**src/include/ckg_pkg.sv**
```systemverilog
// ==================================================================
// clock generator control: shared constants
package ckg_pkg;
  // ================================================================
  // register map (byte addresses on the apb bus)
  localparam int APB_AW = 8;
  localparam logic [7:0] ADDR_PROTECT = 8'h00;
  localparam logic [7:0] ADDR_OSC_EN = 8'h04;
  localparam logic [7:0] ADDR_LS_CFG = 8'h08;
  localparam logic [7:0] ADDR_HS_CFG = 8'h0c;
  localparam logic [7:0] ADDR_TRIM = 8'h10;
  localparam logic [7:0] ADDR_SYSTEM_CLK = 8'h14;
  localparam logic [7:0] ADDR_CLKOUT = 8'h18;
  localparam logic [7:0] ADDR_IOSC_CTL = 8'h1c;
  localparam logic [7:0] ADDR_FLAGS = 8'h20;
  localparam logic [7:0] ADDR_ENABLES = 8'h24;
  localparam logic [7:0] ADDR_STATUS = 8'h28;
  localparam logic [15:0] PROTECT_UNLOCK = 16'h0096;
  // ================================================================
  // oscillator indices and osc enable register layout
  localparam int OSC_INT = 0;
  localparam int OSC_LS = 1;
  localparam int OSC_HS = 2;
  localparam int OSC_EXT = 3;
  localparam int SLP_STOP_LSB = 8;
  localparam logic [31:0] OSC_EN_MASK = 32'h0000_0f0f;
  localparam logic [31:0] OSC_EN_RST = 32'h0000_0f01;
  // ================================================================
  // low-speed config fields
  localparam int LS_TYPE_BIT = 0;
  localparam int LS_WAIT_LSB = 4;
  localparam int LS_RESTART_BIT = 24;
  localparam int LS_DETECT_BIT = 25;
  localparam logic [31:0] LS_CFG_MASK = 32'h0313_7331;
  // high-speed config and trim fields
  localparam int HS_WAIT_LSB = 4;
  localparam logic [31:0] HS_CFG_MASK = 32'h0000_7373;
  localparam logic [4:0] HS_TRIM_RST = 5'h00;
  // system clock config fields
  localparam int SRC_LSB = 0;
  localparam int DIV_LSB = 4;
  localparam int WAKE_SRC_LSB = 8;
  localparam int WAKE_DIV_LSB = 12;
  localparam int WAKE_MODE_BIT = 15;
  localparam logic [31:0] SYSTEM_CLK_MASK = 32'h0000_b333;
  localparam logic [31:0] SYSTEM_CLK_RST = 32'h0000_0000;
  localparam logic [1:0] SRC_INTERNAL = 2'h0;
  // clock output config fields
  localparam int OUT_EN_BIT = 0;
  localparam int OUT_SRC_LSB = 4;
  localparam int OUT_DIV_LSB = 8;
  localparam logic [31:0] CLKOUT_MASK = 32'h0000_0731;
  // ================================================================
  // event flag bits
  localparam int FLG_INT_STABLE = 0;
  localparam int FLG_LS_STABLE = 1;
  localparam int FLG_HS_STABLE = 2;
  localparam int FLG_TRIM_DONE = 4;
  localparam int FLG_LS_STOP = 5;
  localparam logic [5:0] FLAGS_MASK = 6'h37;
  // status register fields
  localparam int ST_READY_LSB = 8;
  localparam int ST_SLEEP_BIT = 12;
  localparam int ST_TRIM_BIT = 13;
  // ================================================================
  // stabilization waits, in oscillator edges
  localparam logic [16:0] INT_WAIT_CYC = 17'h00010;
  localparam logic [16:0] LS_WAIT_BASE = 17'h00100;
  localparam logic [16:0] HS_WAIT_BASE = 17'h00008;
  // stop detection timeout, least time
  localparam int CLK_PERIOD_NS = 40;
  localparam int STOP_TIMEOUT_NS = 100000;
  localparam logic [11:0] STOP_TIMEOUT_CYC =
    12'((STOP_TIMEOUT_NS + CLK_PERIOD_NS - 1) / CLK_PERIOD_NS);
  localparam logic [5:0] TRIM_CENTER = 6'h20;
  typedef enum logic {TRIM_IDLE, TRIM_RUN} ckg_trim_t;
endpackage : ckg_pkg

```
**src/verilog/ckg_tick_div.sv**
```systemverilog
`timescale 1ns/1ps
// ==================================================================
// divides a stream of source ticks by 2^divSel
module ckg_tick_div #(
  parameter int CW = 7
) (
  input wire logic clk,
  input wire logic rst_n,
  input wire logic tickIn,
  input wire logic enable,
  input wire logic [2:0] divSel,
  output logic tickOut,
  output logic levelOut
);
  logic [CW-1:0] cnt_r, cnt_nxt;
  logic [CW-1:0] lastCnt;
  logic tick_r, tick_nxt;
  logic level_r, level_nxt;

  assign lastCnt = CW'((8'h01 << divSel) - 8'h01);
  assign tickOut = tick_r;
  assign levelOut = level_r;

  // count ticks, emit one pulse and a toggle per wrap
  always_comb begin
    cnt_nxt = cnt_r;
    tick_nxt = 1'b0;
    level_nxt = level_r;
    if (!enable) begin
      cnt_nxt = '0;
      level_nxt = 1'b0; // output parked low while disabled
    end else if (tickIn) begin
      if (cnt_r >= lastCnt) begin
        cnt_nxt = '0;
        tick_nxt = 1'b1;
        level_nxt = ~level_r;
      end else begin
        cnt_nxt = cnt_r + CW'(1);
      end
    end
  end

  // state registers
  always_ff @(posedge clk) begin
    if (!rst_n) begin
      cnt_r <= '0;
      tick_r <= 1'b0;
      level_r <= 1'b0;
    end else begin
      cnt_r <= cnt_nxt;
      tick_r <= tick_nxt;
      level_r <= level_nxt;
    end
  end
endmodule : ckg_tick_div

```
**src/verilog/ckg_clock_ctrl.sv**
```systemverilog
// The register offsets and register access over APB were decided locally.
`timescale 1ns/1ps
// ==================================================================
// clock generator control with apb registers
// Functional notes
// - key 0x0096 unlocks, other values relock
// - low-speed stable flag after configured wait
// - high-speed stable flag after configured wait
// - reset runs system from internal oscillator
// - system clock register writable only unlocked
// - per-source sleep stop bits on sleep
// - wake mode applies wake source and divider
// - clock out: source, divider, only when enabled
// - trim done clears start bit, sets flag
// - stop sets flag, optional low-speed restart
// - flags write-one-clear, irq when enabled
// - enable bit falling also sets stop flag
// - internal wait 16 edges gates supply
module ckg_clock_ctrl #(
  parameter int TRIM_REF_EDGES = 1024
) (
  input wire logic clk,
  input wire logic rst_n,
  input wire logic psel,
  input wire logic penable,
  input wire logic pwrite,
  input wire logic [ckg_pkg::APB_AW-1:0] paddr,
  input wire logic [31:0] pwdata,
  output logic [31:0] prdata,
  output logic pready,
  output logic pslverr,
  input wire logic internalClkIn,
  input wire logic lowspeedClkIn,
  input wire logic highspeedClkIn,
  input wire logic extClkIn,
  input wire logic sleepReq,
  output logic internalOscOn,
  output logic lowspeedOscOn,
  output logic highspeedOscOn,
  output logic extClkOn,
  output logic [2:0] clockSupplyOn,
  output logic [31:0] lowspeedCfg,
  output logic [31:0] highspeedCfg,
  output logic [4:0] highspeedTrim,
  output logic [5:0] internalTrimCode,
  output logic [1:0] sysclkSource,
  output logic [1:0] sysclkDivider,
  output logic sysclkTick,
  output logic clockOutPin,
  output logic clockIrq
);
  import ckg_pkg::*;

  // ================================================================
  // helpers
  function automatic logic [16:0] waitTarget(input int idx, input logic [1:0] lsw,
                                             input logic [2:0] hsw);
    logic [16:0] t;
    t = INT_WAIT_CYC;
    if (idx == OSC_LS) t = LS_WAIT_BASE << {lsw, 1'b0};
    if (idx == OSC_HS) t = HS_WAIT_BASE << hsw;
    return t;
  endfunction : waitTarget

  function automatic logic selTick(input logic [1:0] src, input logic [3:0] edg,
                                   input logic [3:0] live);
    return edg[src] & live[src];
  endfunction : selTick

  // ================================================================
  // state
  logic [15:0] protKey_r, protKey_nxt;
  logic [31:0] oscEnReg_r, oscEnReg_nxt, lsCfg_r, lsCfg_nxt, hsCfg_r, hsCfg_nxt;
  logic [31:0] sysCfg_r, sysCfg_nxt, outCfg_r, outCfg_nxt;
  logic [4:0] trimReg_r, trimReg_nxt;
  logic trimStart_r, trimStart_nxt, sleepPrev_r;
  logic [5:0] flags_r, flags_nxt, irqEn_r, irqEn_nxt;
  logic [31:0] prdata_r, prdata_nxt;
  logic pready_r, pready_nxt, pslverr_r, pslverr_nxt, irq_nxt;
  logic [3:0] syncA_r, syncB_r, syncC_r, edges, live;
  logic [3:0] oscOn_r, oscOn_nxt;
  logic [2:0] ready_r, ready_nxt, stableEv;
  logic [16:0] waitCnt_r [3], waitCnt_nxt [3];
  logic lsRestart_r, lsRestart_nxt, stopEv, trimDoneEv;
  logic [11:0] stopCnt_r, stopCnt_nxt;
  ckg_trim_t trimState_r, trimState_nxt;
  logic [15:0] refCnt_r, refCnt_nxt, intCnt_r, intCnt_nxt;
  logic [5:0] trimCode_r, trimCode_nxt;
  logic [1:0] appSrc_r, appSrc_nxt, appDiv_r, appDiv_nxt;
  logic unlocked, wrCommit, wakeApply, sysTick;

  assign unlocked = (protKey_r == PROTECT_UNLOCK);
  assign edges = syncB_r & ~syncC_r;
  assign live = {oscOn_r[OSC_EXT], ready_r};
  assign wrCommit = psel & penable & pready_r & pwrite;
  assign wakeApply = sleepPrev_r & ~sleepReq & sysCfg_r[WAKE_MODE_BIT];

  // outputs straight from flip-flops
  assign prdata = prdata_r;
  assign pready = pready_r;
  assign pslverr = pslverr_r;
  assign {extClkOn, highspeedOscOn, lowspeedOscOn, internalOscOn} = oscOn_r;
  assign clockSupplyOn = ready_r;
  assign lowspeedCfg = lsCfg_r;
  assign highspeedCfg = hsCfg_r;
  assign highspeedTrim = trimReg_r;
  assign internalTrimCode = trimCode_r;
  assign sysclkSource = appSrc_r;
  assign sysclkDivider = appDiv_r;

  // ================================================================
  // registers and apb slave: one wait state, write at the pready edge
  always_comb begin
    protKey_nxt = protKey_r;
    oscEnReg_nxt = oscEnReg_r;
    lsCfg_nxt = lsCfg_r;
    hsCfg_nxt = hsCfg_r;
    sysCfg_nxt = sysCfg_r;
    outCfg_nxt = outCfg_r;
    trimReg_nxt = trimReg_r;
    trimStart_nxt = trimStart_r;
    irqEn_nxt = irqEn_r;
    flags_nxt = flags_r;
    pready_nxt = psel & penable & ~pready_r;
    pslverr_nxt = 1'b0;
    prdata_nxt = 32'h0000_0000;
    if (pready_nxt) begin
      case (paddr)
        ADDR_PROTECT: prdata_nxt = {16'h0000, protKey_r};
        ADDR_OSC_EN: prdata_nxt = oscEnReg_r;
        ADDR_LS_CFG: prdata_nxt = lsCfg_r;
        ADDR_HS_CFG: prdata_nxt = hsCfg_r;
        ADDR_TRIM: prdata_nxt = {27'h0, trimReg_r};
        ADDR_SYSTEM_CLK: prdata_nxt = sysCfg_r;
        ADDR_CLKOUT: prdata_nxt = outCfg_r;
        ADDR_IOSC_CTL: prdata_nxt = {31'h0, trimStart_r};
        ADDR_FLAGS: prdata_nxt = {26'h0, flags_r};
        ADDR_ENABLES: prdata_nxt = {26'h0, irqEn_r};
        ADDR_STATUS: begin
          prdata_nxt[SRC_LSB +: 2] = appSrc_r;
          prdata_nxt[DIV_LSB +: 2] = appDiv_r;
          prdata_nxt[ST_READY_LSB +: 4] = live;
          prdata_nxt[ST_SLEEP_BIT] = sleepReq;
          prdata_nxt[ST_TRIM_BIT] = (trimState_r == TRIM_RUN);
        end
        default: pslverr_nxt = 1'b1; // unmapped address
      endcase
    end
    if (wrCommit) begin
      case (paddr)
        ADDR_PROTECT: protKey_nxt = pwdata[15:0];
        ADDR_OSC_EN: begin
          oscEnReg_nxt[3:0] = pwdata[3:0];
          if (unlocked) oscEnReg_nxt = pwdata & OSC_EN_MASK;
        end
        ADDR_LS_CFG: if (unlocked) lsCfg_nxt = pwdata & LS_CFG_MASK;
        ADDR_HS_CFG: if (unlocked) hsCfg_nxt = pwdata & HS_CFG_MASK;
        ADDR_TRIM: if (unlocked) trimReg_nxt = pwdata[4:0];
        ADDR_SYSTEM_CLK: if (unlocked) sysCfg_nxt = pwdata & SYSTEM_CLK_MASK;
        ADDR_CLKOUT: outCfg_nxt = pwdata & CLKOUT_MASK;
        ADDR_IOSC_CTL: if (unlocked) trimStart_nxt = pwdata[0];
        ADDR_FLAGS: flags_nxt = flags_r & ~pwdata[5:0];
        ADDR_ENABLES: irqEn_nxt = pwdata[5:0] & FLAGS_MASK;
        default: ;
      endcase
    end
    // wake setting becomes the system clock setting
    if (wakeApply) begin
      sysCfg_nxt[SRC_LSB +: 2] = sysCfg_r[WAKE_SRC_LSB +: 2];
      sysCfg_nxt[DIV_LSB +: 2] = sysCfg_r[WAKE_DIV_LSB +: 2];
    end
    if (trimDoneEv) trimStart_nxt = 1'b0;
    // hardware events win over a same-cycle clear
    flags_nxt[FLG_INT_STABLE] = flags_nxt[FLG_INT_STABLE] | stableEv[OSC_INT];
    flags_nxt[FLG_LS_STABLE] = flags_nxt[FLG_LS_STABLE] | stableEv[OSC_LS];
    flags_nxt[FLG_HS_STABLE] = flags_nxt[FLG_HS_STABLE] | stableEv[OSC_HS];
    flags_nxt[FLG_TRIM_DONE] = flags_nxt[FLG_TRIM_DONE] | trimDoneEv;
    flags_nxt[FLG_LS_STOP] = flags_nxt[FLG_LS_STOP] | stopEv
      | (oscEnReg_r[OSC_LS] & ~oscEnReg_nxt[OSC_LS])
      | (lsCfg_r[LS_DETECT_BIT] & ~lsCfg_nxt[LS_DETECT_BIT]);
    irq_nxt = |(flags_r & irqEn_r);
  end

  // register file flops
  always_ff @(posedge clk) begin
    if (!rst_n) begin
      protKey_r <= 16'h0000;
      oscEnReg_r <= OSC_EN_RST;
      lsCfg_r <= 32'h0000_0000;
      hsCfg_r <= 32'h0000_0000;
      sysCfg_r <= SYSTEM_CLK_RST;
      outCfg_r <= 32'h0000_0000;
      trimReg_r <= HS_TRIM_RST;
      trimStart_r <= 1'b0;
      flags_r <= 6'h00;
      irqEn_r <= 6'h00;
      prdata_r <= 32'h0000_0000;
      pready_r <= 1'b0;
      pslverr_r <= 1'b0;
      clockIrq <= 1'b0;
      sleepPrev_r <= 1'b0;
    end else begin
      protKey_r <= protKey_nxt;
      oscEnReg_r <= oscEnReg_nxt;
      lsCfg_r <= lsCfg_nxt;
      hsCfg_r <= hsCfg_nxt;
      sysCfg_r <= sysCfg_nxt;
      outCfg_r <= outCfg_nxt;
      trimReg_r <= trimReg_nxt;
      trimStart_r <= trimStart_nxt;
      flags_r <= flags_nxt;
      irqEn_r <= irqEn_nxt;
      prdata_r <= prdata_nxt;
      pready_r <= pready_nxt;
      pslverr_r <= pslverr_nxt;
      clockIrq <= irq_nxt;
      sleepPrev_r <= sleepReq;
    end
  end

  // ================================================================
  // oscillator sequencing, stop detection, trimming, source switch
  always_comb begin
    oscOn_nxt = oscEnReg_r[3:0] & ~({4{sleepReq}} & oscEnReg_r[SLP_STOP_LSB +: 4]);
    oscOn_nxt[OSC_LS] = oscOn_nxt[OSC_LS] & ~lsRestart_r;
    ready_nxt = ready_r;
    stableEv = 3'h0;
    for (int i = 0; i < 3; i++) begin
      waitCnt_nxt[i] = waitCnt_r[i];
      if (!oscOn_r[i]) begin
        ready_nxt[i] = 1'b0;
        waitCnt_nxt[i] = '0;
      end else if (!ready_r[i] && edges[i]) begin
        waitCnt_nxt[i] = waitCnt_r[i] + 17'h1;
        if (waitCnt_nxt[i] >= waitTarget(i, lsCfg_r[LS_WAIT_LSB +: 2],
                                         hsCfg_r[HS_WAIT_LSB +: 3])) begin
          ready_nxt[i] = 1'b1;
          stableEv[i] = 1'b1;
        end
      end
    end
    // stop detection: no low-speed edge for the timeout
    stopEv = 1'b0;
    lsRestart_nxt = 1'b0;
    stopCnt_nxt = 12'h000;
    if (lsCfg_r[LS_DETECT_BIT] && ready_r[OSC_LS] && !edges[OSC_LS]) begin
      stopCnt_nxt = stopCnt_r;
      if (stopCnt_r < STOP_TIMEOUT_CYC) stopCnt_nxt = stopCnt_r + 12'h001;
      if (stopCnt_r == STOP_TIMEOUT_CYC - 12'h001) begin
        stopEv = 1'b1;
        lsRestart_nxt = lsCfg_r[LS_RESTART_BIT];
      end
    end
    // auto-trim: count internal edges over a low-speed window
    trimState_nxt = trimState_r;
    refCnt_nxt = refCnt_r;
    intCnt_nxt = intCnt_r;
    trimCode_nxt = trimCode_r;
    trimDoneEv = 1'b0;
    case (trimState_r)
      TRIM_IDLE: begin
        refCnt_nxt = 16'h0000;
        intCnt_nxt = 16'h0000;
        if (trimStart_r) trimState_nxt = TRIM_RUN;
      end
      TRIM_RUN: begin
        if (!trimStart_r) trimState_nxt = TRIM_IDLE; // aborted by software
        else begin
          if (edges[OSC_INT]) intCnt_nxt = intCnt_r + 16'h0001;
          if (edges[OSC_LS]) refCnt_nxt = refCnt_r + 16'h0001;
          if (edges[OSC_LS] && refCnt_r == 16'(TRIM_REF_EDGES - 1)) begin
            trimCode_nxt = TRIM_CENTER + 6'(refCnt_nxt - intCnt_nxt);
            trimDoneEv = 1'b1;
            trimState_nxt = TRIM_IDLE;
          end
        end
      end
      default: trimState_nxt = TRIM_IDLE;
    endcase
    // take a new selection only at a tick, or if current source is dead
    appSrc_nxt = appSrc_r;
    appDiv_nxt = appDiv_r;
    if (sysTick || !live[appSrc_r]) begin
      appSrc_nxt = sysCfg_r[SRC_LSB +: 2];
      appDiv_nxt = sysCfg_r[DIV_LSB +: 2];
    end
  end

  // oscillator flops and pin synchronisers
  always_ff @(posedge clk) begin
    if (!rst_n) begin
      syncA_r <= 4'h0;
      syncB_r <= 4'h0;
      syncC_r <= 4'h0;
      oscOn_r <= 4'h0;
      ready_r <= 3'h0;
      for (int i = 0; i < 3; i++) waitCnt_r[i] <= '0;
      lsRestart_r <= 1'b0;
      stopCnt_r <= 12'h000;
      trimState_r <= TRIM_IDLE;
      refCnt_r <= 16'h0000;
      intCnt_r <= 16'h0000;
      trimCode_r <= TRIM_CENTER;
      appSrc_r <= SRC_INTERNAL;
      appDiv_r <= 2'h0;
    end else begin
      syncA_r <= {extClkIn, highspeedClkIn, lowspeedClkIn, internalClkIn};
      syncB_r <= syncA_r;
      syncC_r <= syncB_r;
      oscOn_r <= oscOn_nxt;
      ready_r <= ready_nxt;
      for (int i = 0; i < 3; i++) waitCnt_r[i] <= waitCnt_nxt[i];
      lsRestart_r <= lsRestart_nxt;
      stopCnt_r <= stopCnt_nxt;
      trimState_r <= trimState_nxt;
      refCnt_r <= refCnt_nxt;
      intCnt_r <= intCnt_nxt;
      trimCode_r <= trimCode_nxt;
      appSrc_r <= appSrc_nxt;
      appDiv_r <= appDiv_nxt;
    end
  end

  // ================================================================
  // system clock tick and external clock output dividers
  ckg_tick_div u_sys_div (
    .clk(clk),
    .rst_n(rst_n),
    .tickIn(selTick(appSrc_r, edges, live)),
    .enable(~sleepReq),
    .divSel({1'b0, appDiv_r}),
    .tickOut(sysTick),
    .levelOut()
  );

  ckg_tick_div u_out_div (
    .clk(clk),
    .rst_n(rst_n),
    .tickIn(selTick(outCfg_r[OUT_SRC_LSB +: 2], edges, live)),
    .enable(outCfg_r[OUT_EN_BIT]),
    .divSel(outCfg_r[OUT_DIV_LSB +: 3]),
    .tickOut(),
    .levelOut(clockOutPin)
  );
  assign sysclkTick = sysTick;
endmodule : ckg_clock_ctrl

```
**config.mk**
```make
export PLATFORM = sky130hd
export DESIGN_NAME = ckg_clock_ctrl
export DESIGN_NICKNAME = d
export VERILOG_FILES = /design/src/include/ckg_pkg.sv /design/src/verilog/ckg_tick_div.sv /design/src/verilog/ckg_clock_ctrl.sv
export SDC_FILE = /design/constraint.sdc
export NUM_CORES = 1
export LEC_CHECK = 0
export ABC_AREA = 1
export CORE_AREA = 3 3 207 209
export CTS_CLUSTER_DIAMETER = 100
export DETAILED_ROUTE_END_ITERATION = 7
export DIE_AREA = 0 0 210 212
export DONT_BUFFER_PORTS = 1
export GPL_TIMING_DRIVEN = 0
export HOLD_SLACK_MARGIN = 0.12
export SYNTH_ARGS = -nofsm -noshare
export SYNTH_HDL_FRONTEND = slang
export SYNTH_HIERARCHICAL = 1
export SYNTH_SLANG_ARGS = --single-unit
```
**constraint.sdc**
```tcl
create_clock -name clk -period 5.3 [get_ports clk]
set_input_delay 0.53 -clock clk [delete_from_list [all_inputs] [get_ports clk]]
set_output_delay 0.53 -clock clk [all_outputs]
set_load 0.005 [all_outputs]
```
## After elaboration in Yosys (flattened, before gate mapping)

Memory sizes are Yosys's and may differ from the RTL's.
Index checks and enable logic that the tools add are counted.

| storage, ports and cells | value |
|---|---|
| RAM bits | 51 |
| memories kept | 1 |
| register bits | 206 |
| output and inout port bits | 123 |
| input port bits | 50 |
| word-level logic and storage cells | 234 |

Memories:

| name | words | bits a word | rd ports | clocked after Yosys merged registers in | wr ports | line | source |
|---|---|---|---|---|---|---|---|
| waitCnt_r | 3 | 17 | 3 | 0 | 3 | ckg_clock_ctrl.sv:83 | `logic [16:0] waitCnt_r [3], waitCnt_nxt [3];` |

| operators by class | value |
|---|---|
| reduce and logical (&&, ||, !) cells | 45 |
| $lt $le $gt $ge | 8 |
| muxes and demuxes | 73 |
| add/sub/neg operators | 12 |
| shift-type cells | 4 |
| equality and inequality tests | 14 |
| bitwise gates (word level) | 38 |

Operators with widths:

| cell | number |
|---|---|
| 2-to-1 mux 17 bit | 13 |
| 2-to-1 mux 16 bit | 8 |
| 2-to-1 mux 26 bit | 3 |
| case mux 16 bit (2 select lines) | 2 |
| adder 17 x 1 -> 17 bit (second input constant) | 3 |
| case mux 12 bit (4 select lines) | 1 |
| case mux 6 bit (7 select lines) | 1 |
| greater-or-equal comparator 17 bit | 2 |
| adder 16 x 1 -> 16 bit (second input constant) | 2 |
| == test 8 x 5 -> 1 bit (second input constant) | 4 |
| 2-to-1 mux 6 bit | 5 |
| AND reduction 2 bit | 15 |
| AND reduction 3 bit | 9 |
| 2-to-1 mux 1 bit | 25 |
| == test 8 x 6 -> 1 bit (second input constant) | 3 |
| case mux 2 bit (11 select lines) | 1 |
| case mux 2 bit (9 select lines) | 1 |
| greater-or-equal comparator 17 x 5 -> 1 bit (second input constant) | 1 |
| << shifter 4 x 3 -> 17 bit (first input constant) | 1 |
| << shifter 9 x 3 -> 17 bit (first input constant) | 1 |
| == test 16 x 10 -> 1 bit (second input constant) | 1 |
| == test 16 x 8 -> 1 bit (second input constant) | 1 |
| == test 8 x 4 -> 1 bit (second input constant) | 2 |
| adder 7 x 1 -> 7 bit (second input constant) | 2 |
| other kinds (34) | 87 |

## Longest topological paths before layout

Gate-level depths: netlist of the first run.

| logic depth | value |
|---|---|
| depth after elaboration | 10 |
| mapped depth | 18 |
| depth with buffers taken out | 18 |

## Modules after synthesis

Netlist of the first run, hierarchy kept.

Modules (own cells, without submodules):

| module | cells each | times used | seq. area each (um^2) | area each (um^2) |
|---|---|---|---|---|
| ckg_clock_ctrl | 1,590 | 1 | 4,404.2 | 11,437.2 |
| ckg_tick_div | 90 | 2 | 180.2 | 636.9 |

## Worst setup path before layout of the first run

No wires, ideal clock.

| path | value |
|---|---|
| path type | reg2reg |
| from | register intCnt_r[0] |
| to | register trimCode_r[5], in the netlist internalTrimCode[5] |
| path slack | 2.830 ns |
| arrival time | 2.350 ns |
| clock period less this slack | 2.470 ns |
| cell stages (with the launch flop) | 16 |
| required time | 5.181 ns |
| buffers on the path | 0 |
| setup time | 0.119 ns |
| cell sequence | dfxtp_1 ha_1 inv_1 nand2_1 o21a_1 inv_1 ha_1 ha_1 fa_1 nand3_1 nand2_1 xor2_1 xor2_1 nand2_1 nand2_1 o21ai_1 |

| between the ends | value |
|---|---|
| longest elaborated chain between the ends | 6 |

Ends and longest elaborated chain:

| what | line | source |
|---|---|---|
| from (decl) | ckg_clock_ctrl.sv:87 | `logic [15:0] refCnt_r, refCnt_nxt, intCnt_r, intCnt_nxt;` |
| from (signal assigned) | ckg_clock_ctrl.sv:317 | `intCnt_r <= intCnt_nxt;` |
| adder 16 x 1 -> 16 bit | ckg_clock_ctrl.sv:269 | `if (edges[OSC_INT]) intCnt_nxt = intCnt_r + 16'h0001;` |
| 2-to-1 mux 16 bit * | ckg_clock_ctrl.sv:269 |  |
| 2-to-1 mux 16 bit * | ckg_clock_ctrl.sv:267 | `if (!trimStart_r) trimState_nxt = TRIM_IDLE;` |
| 2-to-1 mux 16 bit * | ckg_clock_ctrl.sv:260 | `case (trimState_r)` |
| subtractor 6 bit * | ckg_clock_ctrl.sv:272 | `trimCode_nxt = TRIM_CENTER + 6'(refCnt_nxt - intCnt_nxt);` |
| adder 6 bit * | ckg_clock_ctrl.sv:272 |  |
| to (signal assigned) | ckg_clock_ctrl.sv:318 | `trimCode_r <= trimCode_nxt;` |
| to (decl) | ckg_clock_ctrl.sv:88 | `logic [5:0] trimCode_r, trimCode_nxt;` |

Every way passes the cells marked *; elsewhere a longest branch is shown, timed or not. The select of a mux whose other input is x is not followed.
A chain may end at the register's enable or synchronous reset.

==> results.cfg, run 1 <==
[outcome]
status = finished clean

[routing]
wl_mm = 38.6
vias = 11700
drt_iter0_markers = 772
routed_via_density = 4.85
drc_errors = 0
drtAntennaViolNets = 0
wire_per_inst_microns = 16.0
drt_first_pass_iters = 7

[place]
port_buffers = 0
dp_slack_ns = 2.22
hpwl_mm = 29.7
globalplace.congestion = 0.920

[finish]
finish.net_count = 1954
final_common_cell = nand2_1
area_growth_pct = 15.2
drive_gt1_frac = 0.109
layout_common_cells = 329 x nand2_1, 249 x inv_1, 236 x dfxtp_1
regArea_sq_um = 4720
fill_cells = 4336
multiInputGateArea_sq_um = 6540
antennaDiodeCount = 0

[critical_path]
worstPathMaxFanout = 5
crit_path_top_delay_cell = o21ai_1
r2r-start = waitCnt_r[0][35]$_SDFFE_PN0P_
reg2regPathDepth = 15
criticalPathCategory = reg -> reg
critPathCaptureType = register
cp_cell_sequence = ha_1, nand2_1, nor2_1, nand2_1, nor2_1, inv_1, o21ai_0, inv_1, ha_1, a21oi_1, nand3_1, nor3_1, nand2_1, o21ai_1, nand2_1
worstPathRequired_ns = 5.72
rrSetupSlack_ns = 2.14
rr_endpoint = clockSupplyOn[2]$_SDFFE_PN0P_
startpoint_type = register
max_stage_delay_ns = 0.47
cpMostUsedCell = nand2_1
cp.arrival_ns = 3.58

[die]
fp.dieW_microns = 210
start_util = 0.308
placementRows = 74
pin_count = 173
die_area_sq_um = 44500
die_h_microns = 212
core_area_sq_um = 41000

[sta]
slew_headroom = 0.440
hold_viol_final = 0
setup_violations = 0
setup_ws_ns = 2.14
setup_tns_ns = 0
drv_slew = 0
tightestPinTransition_ns = 0.840
skew_ns = 0.0150
fin_crit_sh = 0.596
fmax_ghz = 0.316
fin_crit_ns = 3.16
rsz0062_at_grt = false

[power_and_ir_drop]
ir_worst_vdd_mv = 0.214
p_per_area_nw_per_um2 = 270
power_leakage_uw = 0.00609

[global_routing]
grt_pass1_wl_mm = 60.3
grt_overflow = 0
grt_usage = 0.170
grt_max_degree = 15
grt_pass1_vias = 10900
antenna_found_initial = 0

[hold_path]
hold_start = pwdata[1]
hold_class = in -> reg
hold_depth = 2
hold_end = sysCfg_r[1]$_SDFFE_PN0P_

[clock_network]
cts.sinks = 236
cts_tree = done
clockBufferDepth = 3
post_cts_resized = 0
cts_inserted_buffers = 28
clkLatencyLatePin_ns = 0.56
holdBufCountCts = 9
cts.clk_slew.worst_paths_ns = 0.06
post-cts-setup-buffer-count = 0
root_buffer = clkbuf_16
htreeDepth = 1

[synthesis]
syn-instance-count = 1762
ys_warn_count = 6
synth_area_sq_um = 12600
syn_avg_cell_area_sq_um = 7.18

[flow_run]
max-cap-violations = 0
final cells by class:
type	instances	share of cell area
multi-input cells	1222	0.449
flip-flops and latches	236	0.324
inverters	271	0.0699
clock buffers	34	0.0517
well taps	532	0.0457
plain buffers	89	0.0394
clock inverters	15	0.0143
repair buffers	9	0.00618
per-stage QoR:
step           cell area [sq um]  instances   util  power, uW  hold WS, ns
2_1_floorplan              12900       1818      -       1930        0.373
3_3_place_gp               13500       2350  0.330       1960        0.396
3_5_place_dp               13500       2350  0.330       1960        0.391
4_1_cts                    14600       2408  0.355       3980        0.123
5_1_grt                    14600       2408  0.355       4070        0.127
6_report                   14600       2408  0.355       3940        0.139
state kept, by name, summed over array words and instances (netlist names), 8 cells and up:
name	flops
stopCnt_r	12
refCnt_r	16
waitCnt_r	51
oscEnReg_r	8
highspeedCfg	10
sysCfg_r	9
lowspeedCfg	13
prdata	21
protKey_r	16
power breakdown:
part	internal [uW]	total, uW	switching [uW]
sequential	1780	1790	4.98
clock	1210	2010	796
combinational	53.2	151	97.3
total	3040	3940	899
layer usage:
layer	vias up	wire, microns	part of all wire	global-route usage
met1	5361	16900	0.44	0.223
met4	2	1230	0.032	0.0549
li1	5841	-	-	-
met3	75	3230	0.084	0.0379
met2	398	17100	0.44	0.277
met5	-	54	0.0014	0.00862
critical path, delay by kind of cell, from the launching register on:
family | cells | cell delay [ns]
compound gates | 3 | 0.88
fa+ha+maj | 2 | 0.49
buf+inv | 2 | 0.12
flops | 1 | 0.40
simple gates | 8 | 1.14
worst max-delay path by stage:
stage	from	endpoint	slack, ns	cells after the start
2_1_floorplan	intCnt_r[0]$_SDFFE_PN0P_	internalTrimCode[5]$_SDFFE_PN1P_	2.83	15
3_3_place_gp	waitCnt_r[0][35]$_SDFFE_PN0P_	clockSupplyOn[2]$_SDFFE_PN0P_	2.24	15
3_5_place_dp	waitCnt_r[0][35]$_SDFFE_PN0P_	flags_r[2]$_SDFF_PN0_	2.22	15
4_1_cts	waitCnt_r[0][35]$_SDFFE_PN0P_	clockSupplyOn[2]$_SDFFE_PN0P_	2.18	15
5_1_grt	waitCnt_r[0][35]$_SDFFE_PN0P_	flags_r[2]$_SDFF_PN0_	1.84	15
6_report	waitCnt_r[0][35]$_SDFFE_PN0P_	clockSupplyOn[2]$_SDFFE_PN0P_	2.14	15
No activity file was read; power rests on OpenSTA's default activity.
==> inputs of run 2 (changes only) <==
clock period = 3.2 ns   (was 5.3 ns; I/O delays follow)
==> results.cfg, run 2 (same netlist as run 1, synthesis figures left out) <==
[clock_network]
clockBufferDepth = 3
post-cts-setup-buffer-count = 0
cts_tree = done
cts.sinks = 236
clkLatencyLatePin_ns = 0.56
root_buffer = clkbuf_16
cts.clk_slew.worst_paths_ns = 0.06
htreeDepth = 1
cts_inserted_buffers = 28

[critical_path]
cp_top_family = simple AND/OR/NAND/NOR gates
criticalPathCategory = reg -> reg
worstPathMaxFanout = 5
cp_cell_sequence = ha_1, nand2_1, nor2_2, nand2_1, nor2_1, inv_1, o21ai_0, inv_1, ha_1, a21oi_1, nand3_1, nor3_1, nand2_1, o21ai_4, nand2_1
worstPathRequired_ns = 3.63
startpoint_type = register
critPathCaptureType = register
max_stage_delay_ns = 0.41
crit_path_top_delay_cell = dfxtp_1
crit_buf_inv = 2
cpMostUsedCell = nand2_1
cp.arrival_ns = 3.32

[global_routing]
antenna_found_initial = 3
grt_max_degree = 15
grt_pass1_vias = 11000
grt_overflow = 0
grt_pass1_wl_mm = 60.6
grt_usage = 0.170

[sta]
slew_headroom = 0.429
skew_ns = 0.0125
hold_slack_ns = 0.166
fmax_ghz = 0.347
drv_slew = 0
setup_ws_ns = 0.317
tightestPinTransition_ns = 0.856
hold_viol_final = 0
fin_crit_ns = 2.88
setup_violations = 0
setup_tns_ns = 0
rsz0062_at_grt = false
fin_crit_sh = 0.901

[power_and_ir_drop]
ir_worst_vdd_mv = 0.354
fin_total_pwr_uw = 6550
clkPwrFrac = 0.505
power_leakage_uw = 0.00617
pwr-share-seq = 0.452
swShare = 0.228
p_per_area_nw_per_um2 = 442
p_comb_frac = 0.043
p_switching_uw = 1490
p_int_uw = 5050

[finish]
layout_common_cells = 329 x nand2_1, 249 x inv_1, 236 x dfxtp_1
top_register = waitCnt_r
largest_register_ffs = 51
final_common_cell = nand2_1
stdcell_count = 2430
fill_cells = 4314
drive_gt1_frac = 0.109
finish.net_count = 1974
multiInputGateArea_sq_um = 6560
area_growth_pct = 17.0
regArea_sq_um = 4720

[place]
dp_slack_ns = 0.117
globalplace.congestion = 0.920
hpwl_mm = 29.7
placed_cells = 2350
port_buffers = 0

[routing]
wire_per_inst_microns = 15.9
routed_via_density = 4.86
drt_iter0_markers = 821
drt_first_pass_iters = 5
vias = 11800
wl_mm = 38.7
drc_errors = 0
drtAntennaViolNets = 0

[die]
fp.dieW_microns = 210
placementRows = 74
die_area_sq_um = 44500
die_h_microns = 212
core_area_sq_um = 41000
pin_count = 173
start_util = 0.308

[outcome]
status = finished clean

[hold_path]
hold_class = in -> reg

[flow_run]
max-cap-violations = 0
==> run 2: cell count changes in the layout (fill, tap and decap cells not counted) <==
| cell | before | now |
|---|---|---|
| o21ai_4 | 0 | 1 |
| o21ai_1 | 11 | 10 |
| dlygate4sd3_1 | 9 | 29 |
| nor2_2 | 19 | 20 |
| diode_2 | 0 | 2 |
| nor2_1 | 165 | 164 |
==> run 2: timing repair <==
action                                  4_1_cts  5_1_grt
gates resized for setup                       0        3
endpoints found under the setup margin        0        2
hold buffers                                 29        0
hold endpoints to repair                     86        0
==> run 2: power by group through the flow <==
stage	Sequential [uW]	Clock, uW	Combinational [uW]
after floorplan	3020	0	173
after global placement	3020	0	230
after detailed placement	3020	0	232
after CTS	2960	3390	275
after global routing	2960	3510	306
final	2960	3310	281
==> run 2: worst register-to-register path: cells and delay by family, from the launching register on <==
| kind | cells | cell delay [ns] |
|---|---|---|
| buffers and inverters | 2 | 0.12 |
| flip-flops | 1 | 0.41 |
| AND/OR/NAND/NOR | 8 | 1.08 |
| AO/OA/AOI/OAI | 3 | 0.67 |
| adder cells (fa/ha/maj) | 2 | 0.49 |
==> run 2: through the flow <==
step	cell area, sq um	util
5_1_grt	14800	0.361
3_3_place_gp	13500	0.330
6_report	14800	0.361
3_5_place_dp	13500	0.330
2_1_floorplan	12900	-
4_1_cts	14800	0.360
==> run 2: metal layers <==
metal  global-route usage  vias up  part of all wire
met1                0.223     5410              0.43
met2                0.280      428              0.45
met3               0.0382       67             0.090
met4               0.0546        2             0.031
li1                     -     5892                 -
met5                    0        -           0.00034
==> run 2: final timing paths <==
| path | endpoint | slack (ns) | from | cells after the start |
|---|---|---|---|---|
| setup reg to reg | clockSupplyOn[2]$_SDFFE_PN0P_ | 0.32 | waitCnt_r[0][35]$_SDFFE_PN0P_ | 15 |
| hold / removal | oscEnReg_r[3]$_SDFFE_PN0P_ | 0.17 | penable | 3 |
| hold reg to reg | oscOn_r[1]$_SDFF_PN0_ | 0.40 | lsRestart_r$_SDFF_PN0_ | 1 |
| setup / recovery | clockSupplyOn[2]$_SDFFE_PN0P_ | 0.32 | waitCnt_r[0][35]$_SDFFE_PN0P_ | 15 |
==> run 2: final cells by class <==
| type | count | share of cell area |
|---|---|---|
| Inverter | 271 | 0.0688 |
| Clock inverter | 15 | 0.0140 |
| Clock buffer | 34 | 0.0509 |
| Multi-Input combinational cell | 1222 | 0.443 |
| Tap cell | 532 | 0.0450 |
| Antenna cell | 2 | 0.000338 |
| Timing Repair Buffer | 29 | 0.0196 |
| Buffer | 89 | 0.0388 |
| Sequential cell | 236 | 0.319 |
